<file path="src/hw/wdt_pkg.sv">
// package: constants, types and field layout of the watchdog block
package wdt_pkg;
  localparam logic [3:0] WDT_CFG_GP = 4'hf;
  localparam logic [3:0] WDT_CFG_STOP_LP = 4'h5;
  localparam int WDT_BIT_RUN = 7;
  localparam int WDT_BIT_CLR = 6;
  localparam int WDT_BIT_TOF = 5;
  localparam int WDT_BIT_LPR = 4;
  localparam int WDT_BIT_RCF = 3;
  localparam int WDT_PS_MSB = 2;
  localparam logic [2:0] WDT_PS_POR = 3'h7;
  localparam logic [7:0] WDT_TA_KEY1 = 8'haa;
  localparam logic [7:0] WDT_TA_KEY2 = 8'h55;
  localparam int WDT_INTERVAL_TICKS = 64;
  localparam int WDT_GRACE_TICKS = 512;
  localparam int WDT_PRE_W = 8;
  localparam int WDT_CNT_W = 6;
  localparam int WDT_GRC_W = 10;
  localparam int WDT_OSC_HZ = 10000;
  localparam int WDT_SYS_HZ = 40000000;
  localparam int WDT_OSC_DIV = WDT_SYS_HZ / WDT_OSC_HZ;

  typedef struct packed {
    logic [7:0] data;
    logic ta_we;
    logic ctl_we;
  } wdt_wr_t;

  typedef struct packed {
    logic run;
    logic lpr;
    logic [2:0] ps;
  } wdt_cfg_t;
endpackage

</file>
<file path="src/hw/wdt_sync.sv">
// module: two-flop level synchroniser
`timescale 1ns/1ps
`default_nettype none
module wdt_sync
  import wdt_pkg::*;
(
  input wire logic i_clk,
  input wire logic i_srst,
  input wire logic i_d,
  output logic o_q
);
  logic meta_q;
  logic sync_q;

  always_ff @(posedge i_clk)
  begin
    if (i_srst)
    begin
      meta_q <= 1'b0;
      sync_q <= 1'b0;
    end
    else
    begin
      meta_q <= i_d;
      sync_q <= meta_q;
    end
  end

  assign o_q = sync_q;
endmodule
`default_nettype wire

</file>
<file path="src/hw/wdt_tick.sv">
// module: low-speed oscillator tick; divides the system clock to 10 kHz
`timescale 1ns/1ps
`default_nettype none
module wdt_tick
  import wdt_pkg::*;
#(
  parameter int DIV = WDT_OSC_DIV
)
(
  input wire logic i_clk,
  input wire logic i_srst,
  output logic o_tick
);
  logic [15:0] cnt_q;
  logic tick_q;
  wire wrap = (cnt_q == 16'(DIV - 1));

  always_ff @(posedge i_clk)
  begin
    if (i_srst)
    begin
      cnt_q <= 16'h0000;
      tick_q <= 1'b0;
    end
    else
    begin
      cnt_q <= wrap ? 16'h0000 : cnt_q + 16'h0001;
      tick_q <= wrap;
    end
  end

  assign o_tick = tick_q;
endmodule
`default_nettype wire

</file>
<file path="src/hw/wdt_top.sv">
// module: watchdog reset and interval timer
`timescale 1ns/1ps
`default_nettype none
module wdt_top
  import wdt_pkg::*;
#(
  parameter int OSC_DIV = WDT_OSC_DIV,
  parameter int GRACE = WDT_GRACE_TICKS,
  parameter int INTERVAL = WDT_INTERVAL_TICKS
)
(
  input wire logic I_CLK,
  input wire logic I_SRST,
  input wire logic I_POR,
  input wire logic [3:0] I_WATCHDOG_CONFIG_MODE,
  input wire logic I_LOW_POWER,
  input wire logic [7:0] I_WDATA,
  input wire logic I_TA_WE,
  input wire logic I_CTL_WE,
  input wire logic I_WATCHDOG_IRQ_ENABLE,
  input wire logic I_GLOBAL_IRQ_ENABLE,
  output logic [7:0] O_WATCHDOG_CONTROL_REG,
  output logic O_IRQ,
  output logic O_WAKE,
  output logic O_SYS_RESET
);
  // ----------------------------------------------------------------
  // input capture
  // ----------------------------------------------------------------
  wdt_wr_t wr;
  assign wr = '{data: I_WDATA, ta_we: I_TA_WE, ctl_we: I_CTL_WE};

  logic lp_s;
  wdt_sync u_lp_sync (
    .i_clk(I_CLK),
    .i_srst(I_SRST),
    .i_d(I_LOW_POWER),
    .o_q(lp_s)
  );

  logic osc_tick;
  wdt_tick #(.DIV(OSC_DIV)) u_tick (
    .i_clk(I_CLK),
    .i_srst(I_SRST),
    .o_tick(osc_tick)
  );

  // ----------------------------------------------------------------
  // helpers
  // ----------------------------------------------------------------
  function automatic logic [WDT_PRE_W-1:0] ps_mask(input logic [2:0] ps);
    logic [WDT_PRE_W-1:0] m;
    m = '0;
    unique case (ps)
      3'h0: m = 8'h00;
      3'h1: m = 8'h03;
      3'h2: m = 8'h07;
      3'h3: m = 8'h0f;
      3'h4: m = 8'h1f;
      3'h5: m = 8'h3f;
      3'h6: m = 8'h7f;
      3'h7: m = 8'hff;
    endcase
    return m;
  endfunction

  // ----------------------------------------------------------------
  // state
  // ----------------------------------------------------------------
  typedef enum logic [1:0] {ST_IDLE, ST_KEY1, ST_OPEN} wdt_ta_t;
  wdt_ta_t ta_q;
  wdt_ta_t ta_d;
  // fields sit in their own flops; cfg_q only bundles them for reading
  logic run_q;
  logic lpr_q;
  logic [2:0] ps_q;
  wdt_cfg_t cfg_q;
  logic tof_q;
  logic rcf_q;
  logic clr_q;
  logic [WDT_PRE_W-1:0] pre_q;
  logic [WDT_CNT_W-1:0] cnt_q;
  logic grace_q;
  logic [WDT_GRC_W-1:0] grc_q;
  logic lp_q;
  logic rst_q;
  logic irq_q;
  logic wake_q;

  assign cfg_q = '{run: run_q, lpr: lpr_q, ps: ps_q};

  // ----------------------------------------------------------------
  // decode
  // ----------------------------------------------------------------
  wire gp_mode = (I_WATCHDOG_CONFIG_MODE == WDT_CFG_GP);
  wire lp_stop = gp_mode ? !cfg_q.lpr
                         : (I_WATCHDOG_CONFIG_MODE == WDT_CFG_STOP_LP);
  // reset mode ignores run bit; general mode follows it
  wire running = (gp_mode ? cfg_q.run : 1'b1) &&
                 !(lp_s && lp_stop);
  wire lp_edge = lp_s ^ lp_q;
  wire ctl_ok = wr.ctl_we && (ta_q == ST_OPEN);
  wire clr_wr = ctl_ok && wr.data[WDT_BIT_CLR];
  wire pre_done = osc_tick && running && ((pre_q & ps_mask(cfg_q.ps)) ==
                  ps_mask(cfg_q.ps));
  wire timeout = pre_done && (cnt_q == WDT_CNT_W'(INTERVAL - 1));
  wire grc_done = grace_q && osc_tick &&
                  (grc_q == WDT_GRC_W'(GRACE - 1));
  wire wd_rst = grc_done && !gp_mode && !clr_wr;
  wire cnt_clr = clr_q || lp_edge;

  // ----------------------------------------------------------------
  // timed-access unlock sequencer
  // ----------------------------------------------------------------
  always_comb
  begin
    ta_d = ST_IDLE;
    unique case (ta_q)
      ST_IDLE: ta_d = (wr.ta_we && wr.data == WDT_TA_KEY1) ? ST_KEY1 : ST_IDLE;
      ST_KEY1:
      begin
        if (wr.ta_we)
          ta_d = (wr.data == WDT_TA_KEY2) ? ST_OPEN : ST_IDLE;
        else
          ta_d = ST_IDLE;
      end
      ST_OPEN: ta_d = (wr.ta_we && wr.data == WDT_TA_KEY1) ? ST_KEY1 : ST_IDLE;
      default: ta_d = ST_IDLE;
    endcase
  end

  always_ff @(posedge I_CLK)
  begin
    if (I_SRST)
      ta_q <= ST_IDLE;
    else
      ta_q <= ta_d;
  end

  // ----------------------------------------------------------------
  // control register
  // ----------------------------------------------------------------
  always_ff @(posedge I_CLK)
  begin
    if (I_SRST || I_POR)
    begin
      run_q <= 1'b0;
      lpr_q <= 1'b0;
      tof_q <= 1'b0;
      clr_q <= 1'b0;
    end
    else
    begin
      if (ctl_ok && gp_mode)
      begin
        run_q <= wr.data[WDT_BIT_RUN];
        lpr_q <= wr.data[WDT_BIT_LPR];
      end
      // timeout set wins over a software clear
      if (timeout)
        tof_q <= 1'b1;
      else if (ctl_ok)
        tof_q <= wr.data[WDT_BIT_TOF];
      clr_q <= clr_wr;
    end
  end

  // prescale and cause flag survive non power-on resets
  always_ff @(posedge I_CLK)
  begin
    if (I_POR)
    begin
      ps_q <= WDT_PS_POR;
      rcf_q <= 1'b0;
    end
    else
    begin
      if (rst_q)
        rcf_q <= 1'b1;
      else if (ctl_ok && !I_SRST)
        rcf_q <= wr.data[WDT_BIT_RCF];
      if (ctl_ok && !I_SRST)
        ps_q <= wr.data[WDT_PS_MSB:0];
    end
  end

  // ----------------------------------------------------------------
  // counter, prescaler and grace window
  // ----------------------------------------------------------------
  always_ff @(posedge I_CLK)
  begin
    if (I_SRST || I_POR)
    begin
      pre_q <= '0;
      cnt_q <= '0;
      grace_q <= 1'b0;
      grc_q <= '0;
      lp_q <= 1'b0;
    end
    else
    begin
      lp_q <= lp_s;
      if (cnt_clr)
      begin
        pre_q <= '0;
        cnt_q <= '0;
      end
      else if (osc_tick && running)
      begin
        pre_q <= pre_done ? '0 : pre_q + 8'h01;
        // wrap at the interval end so every interval has the same length
        if (pre_done)
          cnt_q <= timeout ? '0 : cnt_q + 6'h01;
      end
      // one reset request per grace window; the next timeout re-arms it
      if (clr_wr || gp_mode || grc_done)
        grace_q <= 1'b0;
      else if (timeout)
        grace_q <= 1'b1;
      if (!grace_q || clr_wr)
        grc_q <= '0;
      else if (osc_tick)
        grc_q <= grc_q + 10'h001;
    end
  end

  // ----------------------------------------------------------------
  // outputs
  // ----------------------------------------------------------------
  always_ff @(posedge I_CLK)
  begin
    if (I_SRST || I_POR)
    begin
      rst_q <= 1'b0;
      irq_q <= 1'b0;
      wake_q <= 1'b0;
    end
    else
    begin
      rst_q <= wd_rst;
      irq_q <= tof_q && I_WATCHDOG_IRQ_ENABLE && I_GLOBAL_IRQ_ENABLE;
      wake_q <= timeout && lp_s;
    end
  end

  assign O_WATCHDOG_CONTROL_REG = {cfg_q.run, clr_q, tof_q, cfg_q.lpr,
                                   rcf_q, cfg_q.ps};
  assign O_IRQ = irq_q;
  assign O_WAKE = wake_q;
  assign O_SYS_RESET = rst_q;

  // ----------------------------------------------------------------
  // assertions
  // ----------------------------------------------------------------
  AST_TOF_SET: assert property (
    @(posedge I_CLK) disable iff (I_SRST || I_POR)
    timeout |=> tof_q)
    else $error("timeout did not set flag");
  AST_IRQ: assert property (
    @(posedge I_CLK) disable iff (I_SRST || I_POR)
    tof_q && I_WATCHDOG_IRQ_ENABLE && I_GLOBAL_IRQ_ENABLE |=> O_IRQ)
    else $error("irq not raised");
  AST_NO_LOCKED_WR: assert property (@(posedge I_CLK)
    disable iff (I_SRST || I_POR)
    wr.ctl_we && ta_q != ST_OPEN && !timeout && !rst_q |=>
    $stable(tof_q) && $stable(cfg_q.ps))
    else $error("write without unlock changed register");
  AST_CLR_SELF: assert property (
    @(posedge I_CLK) disable iff (I_SRST || I_POR)
    clr_q && !clr_wr |=> !clr_q && cnt_q == '0)
    else $error("clear request not completed");
  AST_GP_HALT: assert property (
    @(posedge I_CLK) disable iff (I_SRST || I_POR)
    gp_mode && !cfg_q.run && !cnt_clr |=> $stable(cnt_q))
    else $error("general timer counted while halted");
  AST_RST_CAUSE: assert property (@(posedge I_CLK) disable iff (I_POR)
    rst_q |=> rcf_q)
    else $error("reset cause flag not set");
  AST_GP_NO_RST: assert property (
    @(posedge I_CLK) disable iff (I_SRST || I_POR)
    gp_mode |=> !O_SYS_RESET)
    else $error("general mode produced reset");
  AST_LP_CLR: assert property (
    @(posedge I_CLK) disable iff (I_SRST || I_POR)
    lp_edge |=> cnt_q == '0 && pre_q == '0)
    else $error("low power change did not clear counter");
  AST_RST_GRACE: assert property (
    @(posedge I_CLK) disable iff (I_SRST || I_POR)
    O_SYS_RESET |-> $past(grace_q, 2))
    else $error("reset without grace window");
  AST_CNT_WRAP: assert property (
    @(posedge I_CLK) disable iff (I_SRST || I_POR)
    timeout |=> cnt_q == '0 && tof_q)
    else $error("counter did not restart after interval");
  AST_WAKE_LP: assert property (
    @(posedge I_CLK) disable iff (I_SRST || I_POR)
    timeout && lp_s |=> O_WAKE)
    else $error("timeout in low power did not wake");
  AST_SRST_CLR: assert property (
    @(posedge I_CLK) disable iff (I_POR)
    I_SRST |=> cnt_q == '0 && pre_q == '0 && !tof_q)
    else $error("reset left counter running");
  AST_SRST_KEEP: assert property (
    @(posedge I_CLK) disable iff (I_POR)
    I_SRST && !rst_q |=> $stable(rcf_q) && $stable(cfg_q.ps))
    else $error("reset changed kept fields");
  AST_POR_PS: assert property (@(posedge I_CLK)
    I_POR |=> cfg_q.ps == WDT_PS_POR && !rcf_q)
    else $error("power-on did not set prescale");
  AST_TA_KEYS: assert property (
    @(posedge I_CLK) disable iff (I_SRST || I_POR)
    ctl_ok |-> $past(wr.ta_we && wr.data == WDT_TA_KEY2) &&
    $past(wr.ta_we && wr.data == WDT_TA_KEY1, 2))
    else $error("control write accepted without unlock");
  AST_TA_CLOSE: assert property (
    @(posedge I_CLK) disable iff (I_SRST || I_POR)
    ta_q == ST_OPEN && !wr.ta_we |=> ta_q == ST_IDLE)
    else $error("unlock stayed open");
  AST_RST_MODE_IGNORE: assert property (
    @(posedge I_CLK) disable iff (I_SRST || I_POR)
    !gp_mode && ctl_ok |=> $stable(cfg_q.run) && $stable(cfg_q.lpr))
    else $error("reset mode took run or low power bit");

  COV_TIMEOUT: cover property (@(posedge I_CLK) timeout);
  COV_RESET: cover property (@(posedge I_CLK) O_SYS_RESET);
  COV_UNLOCK: cover property (@(posedge I_CLK) ctl_ok);
  COV_WAKE: cover property (@(posedge I_CLK) O_WAKE);
endmodule
`default_nettype wire

</file>
<file path="config.mk">
export PLATFORM = sky130hd
export DESIGN_NAME = wdt_top
export DESIGN_NICKNAME = d
export VERILOG_FILES = /design/src/hw/wdt_pkg.sv /design/src/hw/wdt_sync.sv /design/src/hw/wdt_tick.sv /design/src/hw/wdt_top.sv
export SDC_FILE = /design/constraint.sdc
export NUM_CORES = 1
export LEC_CHECK = 0
export ABC_CLOCK_PERIOD_IN_PS = 4300
export BUFFER_PORTS_ARGS = -buffer_cell sky130_fd_sc_hd__buf_2
export CAP_MARGIN = 20
export CORE_ASPECT_RATIO = 1.1
export CORE_UTILIZATION = 30
export DETAILED_ROUTE_END_ITERATION = 8
export PLACE_DENSITY = 0.42
export SLEW_MARGIN = 10
export SYNTH_ARGS = -nofsm -noshare
export SYNTH_HDL_FRONTEND = slang
export SYNTH_SLANG_ARGS = --single-unit
export TNS_END_PERCENT = 100
</file>
<file path="constraint.sdc">
create_clock -name I_CLK -period 4.3 [get_ports I_CLK]
set_clock_uncertainty 0.2 [all_clocks]
set_input_delay 0.43 -clock I_CLK [delete_from_list [all_inputs] [get_ports I_CLK]]
set_output_delay 0.43 -clock I_CLK [all_outputs]
set_load 0.005 [all_outputs]
</file>
Word-level counts from Yosys, hierarchy flattened
Memories as Yosys holds them, arrays and structs flattened. A register that Yosys moved wholly into a read port is not among the register bits.
Cells that the tools add are included.
- equality and inequality tests: 10
- $add $sub $neg: 4
- bitwise logic cells: 2
- reductions and logical operators: 37
- multiplexer cells: 16
- operators by type and width (operator ; count):
    1-bit logical AND ; 17
    16-bit by 1-bit adder with 16-bit output (second input constant) ; 1
    16-bit by 12-bit == test with 1-bit output (second input constant) ; 1
    3-bit two-way mux ; 4
    10-bit by 1-bit adder with 10-bit output (second input constant) ; 1
    10-bit by 9-bit == test with 1-bit output (second input constant) ; 1
    2-bit OR reduction ; 5
    8-bit by 1-bit adder with 8-bit output (second input constant) ; 1
    8-bit AND ; 1
    8-bit by 7-bit == test with 1-bit output (second input constant) ; 1
    8-bit == test ; 1
    8-bit == test (second input constant) ; 1
    8-bit two-way mux ; 1
    1-bit two-way mux ; 7
    6-bit by 1-bit adder with 6-bit output (second input constant) ; 1
    6-bit == test (second input constant) ; 1
    1-bit zero test ; 6
    6-bit two-way mux ; 1
    1-bit logical OR ; 5
    4-bit by 3-bit == test with 1-bit output (second input constant) ; 1
    4-bit == test (second input constant) ; 1
    2-bit two-way mux ; 2
    2-bit one-hot mux with 2 select lines ; 1
    2-bit nonzero test ; 2
    5 further kinds ; 5
- output and inout bits: 11
- logic and storage cells: 90
- ROM bits: 128
- flip-flop bits (word level): 58
- memories: 2
- input bits: 20
- memory list (memory ; depth ; bits a word ; read ports ; clocked after memory_dff ; wr ports ; RTL line ; RTL):
    (name not given) ; 8 ; 8 ; 1 ; 1 ; 0 ; wdt_top.sv:54 ; unique case (ps)
    (name not given) ; 8 ; 8 ; 1 ; 1 ; 0 ; wdt_top.sv:54 ;

Longest topological paths before layout
- word-level depth: 9
- depth in mapped cells: 8
- gate-level depth less buffers: 6

Hierarchy
From an unflattened synthesis, not the netlist that was laid out.
- cell total of the unflattened synthesis: 325
- area total of the unflattened synthesis: 2871.5 um2
- modules (own cells, without submodules) (module ; seq. area each (um2) ; times used ; cells an instance ; area each (um2)):
    wdt_top ; 920.9 ; 1 ; 238 ; 2075.7
    wdt_tick ; 340.3 ; 1 ; 83 ; 743.2
    wdt_sync ; 40.0 ; 1 ; 4 ; 52.6

Worst setup path after synthesis
Ideal clock, no wire load.
- kind: in2reg
- from: input port I_SRST
- to: register cnt_q[3]
- setup time: 0.101 ns
- data required time: 3.999 ns
- arrival time: 1.663 ns
- stages on the path: 6
- buffers on the path: 3
- path slack: 2.336 ns
- cell sequence: buf_6 -> or2_1 -> buf_6 -> or3_4 -> buf_6 -> o41ai_1
- longest elaborated chain between the ends: 2
- RTL lines (item ; RTL line ; RTL):
    start, declared ; wdt_top.sv:13 ; input wire logic I_SRST,
    1-bit logical OR ; wdt_top.sv:192 ; if (I_SRST || I_POR)
    2-bit OR reduction (no source line) ; -- ;
    end signal, assigned ; wdt_top.sv:213 ; cnt_q <= timeout ? '0 : cnt_q + 6'h01;
    end, declared ; wdt_top.sv:82 ; logic [WDT_CNT_W-1:0] cnt_q;
No other way between the ends.
A chain may end at the register's enable or synchronous reset.

==> run_results.csv <==
group,metric,value,unit
layout,antenna_cells,0,
global_route,grt_pass1_vias,2167,
routing,dr.pass1.iters,4,
sta,finalHoldViolCount,0,
global_route,grt.total_usage,0.1374,
logic_synthesis,seq_area_frac_synth,0.4604,
routing,drc,0,
sta,slew_headroom,0.3030,
place,gp_congestion,0.7500,
logic_synthesis,syn-cell-area,0.002826,mm^2
floorplan,io_pins,31,
sta,rsz0062_at_grt,"no",
logic_synthesis,async_flop_share,0,
clock_tree,numCtsBuffers,9,
layout,seqCellArea,0.001301,mm^2
sta,tightest_slew,1.038,ns
setup_path,slowest_delay,0.56,ns
global_route,grt_pass1_wl,10400,um
logic_synthesis,synth_enable_flop_cells,0,
sta,setup_tns,0,ns
logic_synthesis,synth_warnings,0,
global_route,antenna_found_initial,0,
power,power_density,374.2,mW/mm^2
floorplan,die_w,94.55,um
global_route,overflow,0,
clock_tree,cts_tree,"yes",
sta,fin_crit_sh,0.5425,
layout,fillers,953,
logic_synthesis,synthTopCellsByCount,"dfxtp_1 (65), nor2_1 (48), nand2_1 (30)",
routing,antenna_left,0,
clock_tree,post_cts_buffers,0,
clock_tree,cts_root_buf,"clkbuf_8",
logic_synthesis,ys_ff_latch,65,
power,ir_drop,0.0001416,V
clock_tree,cts_resized,0,
setup_path,cp-start-kind,"flip-flop",
power,leakagePower,1.144,nW
global_route,grt_start_max_net_pins,17,
clock_tree,holdBufCountCts,0,
clock_tree,clkTransAtPathRegs,0.08,ns
routing,avgRoutedWirePerCell,13.39,um
setup_path,cp_top_family,"simple AND/OR/NAND/NOR gates",
setup_path,slowest_stage,"nor2_1",
logic_synthesis,synth_ff_type,"dfxtp_1",
logic_synthesis,synth_top_area_share,0.4604,
setup_path,path_cells,"nand3b_1 > nor2_1 > nor2b_1 > a211oi_1 > inv_1 > o21a_1",
status,status,"complete, no violations",
worst_hold_path,hp-class,"in -> reg",
logic_synthesis,synth_area_leader_cell,"dfxtp_1",
place,post-place-ws,1.835,ns
sta,fmax,428.7,MHz
logic_synthesis,ys_types,52,
setup_path,critPathCaptureType,"flip-flop",
setup_path,critPathKind,"reg -> reg",
clock_tree,cts_max_level,3,
routing,vias,2257,
logic_synthesis,syn_avg_cell_area,8.860,um^2
logic_synthesis,yosysMostFrequentCell,"dfxtp_1",
logic_synthesis,netlist_instances,319,
sta,setup_viol,0,
place,port_buffers,30,
clock_tree,clockBufferDepth,2,
sta,worst_slack,1.967,ns
clock_tree,clock_latency,0.34,ns
floorplan,rows,36,
sta,min_period,2.333,ns
floorplan,dieArea,0.009814,mm^2
logic_synthesis,syn_nets,343,
layout,multiInputGateArea,0.001391,mm^2
setup_path,worst_ep_required_time,4.34,ns
run,drv_cap,0,
layout,synthToLayoutAreaGrowth,14.56,%
floorplan,initial_core_util,0.3138,
setup_path,critPathArrivalTime,2.37,ns
floorplan,die_y,103.8,um
clock_tree,cts_num_sinks,65,
floorplan,core,0.009009,mm^2
setup_path,crit_fanout,11,
logic_synthesis,synth_area_leaders,"dfxtp_1 (46%), nor2_1 (6.4%), xor2_1 (4.3%)",
routing,totalWireLength,6226,um
routing,vias_per_cell,4.854,
sta,slew_violations,0,
place,dp_hpwl,4514,um
layout,fin_nets,370,
layout,layout-drive-gt1-share,0.1510,
routing,drt_iter0_drc,115,
setup_path,cp_num_buf_inv,1,
[metal layers]
metal,wire (um),GRT usage,vias up
met3,216,0.02863,12
li1,-,-,1159
met4,147,0.07900,0
met5,0,0,-
met1,3055,0.1821,1041
met2,2806,0.2039,45
[cells by family after synthesis]
| logic type | synth area share |
|---|---|
| and+or+nand+nor | 0.2838 |
| DFF | 0.4604 |
| AOI/OAI and AO/OA | 0.1031 |
| xor gates and xnor gates | 0.08057 |
| buffers and inverters | 0.04736 |
| adders and majority gates | 0.01771 |
| muxes | 0.007083 |
[per-stage QoR]
step           instance area [um^2]  hold WS [ns]    util  instances  total power [W]
6_report                       3238       0.08984  0.3594        465         0.001212
3_5_place_dp                   3019        0.2257  0.3351        449        0.0006574
2_1_floorplan                  2826        0.2109       -        319        0.0006414
3_3_place_gp                   3019        0.2170  0.3351        449        0.0006570
5_1_grt                        3238       0.08178  0.3594        465         0.001265
4_1_cts                        3238       0.07186  0.3594        465         0.001235
[path summary, 6_finish.rpt]
kind	slack [ns]	cells past startpoint	end	startpoint
worst max-delay path	1.97	6	flip-flop	ta_q[0]$_SDFF_PP0_
worst max register to register	1.97	6	flip-flop	ta_q[0]$_SDFF_PP0_
worst min register to register	0.24	1	u_lp_sync.o_q$_SDFF_PP0_	u_lp_sync.meta_q$_SDFF_PP0_
worst min-delay path	0.09	2	ta_q[0]$_SDFF_PP0_	I_WDATA[4]
[power by group]
group           total, W  leakage (nW)  internal [W]  switching, W
clock           0.000569         0.109      0.000326      0.000243
combinational  0.0000346         0.510     0.0000136     0.0000210
sequential      0.000608         0.525      0.000605    0.00000325
[placed cells by master (no fill, tap or decap), types with 5 or more instances in the layout]
cell type,count
and3_1,7
nor3_1,6
inv_1,8
nor2_1,48
nor2b_1,9
clkbuf_8,9
o21ai_0,5
nand3_1,21
nor4_1,7
nand2_1,30
xnor2_1,12
xor2_1,14
nand4_1,6
buf_2,30
a21oi_1,12
dfxtp_1,65
[area by class of cell]
cell class	instances	share of cell area
Sequential cell	65	0.4019
Tap cell	114	0.04405
Clock buffer	9	0.03825
Inverter	9	0.01043
Clock inverter	7	0.02937
Timing Repair Buffer	30	0.04637
Multi-Input combinational cell	231	0.4297
(Power assumes the default switching activity.)
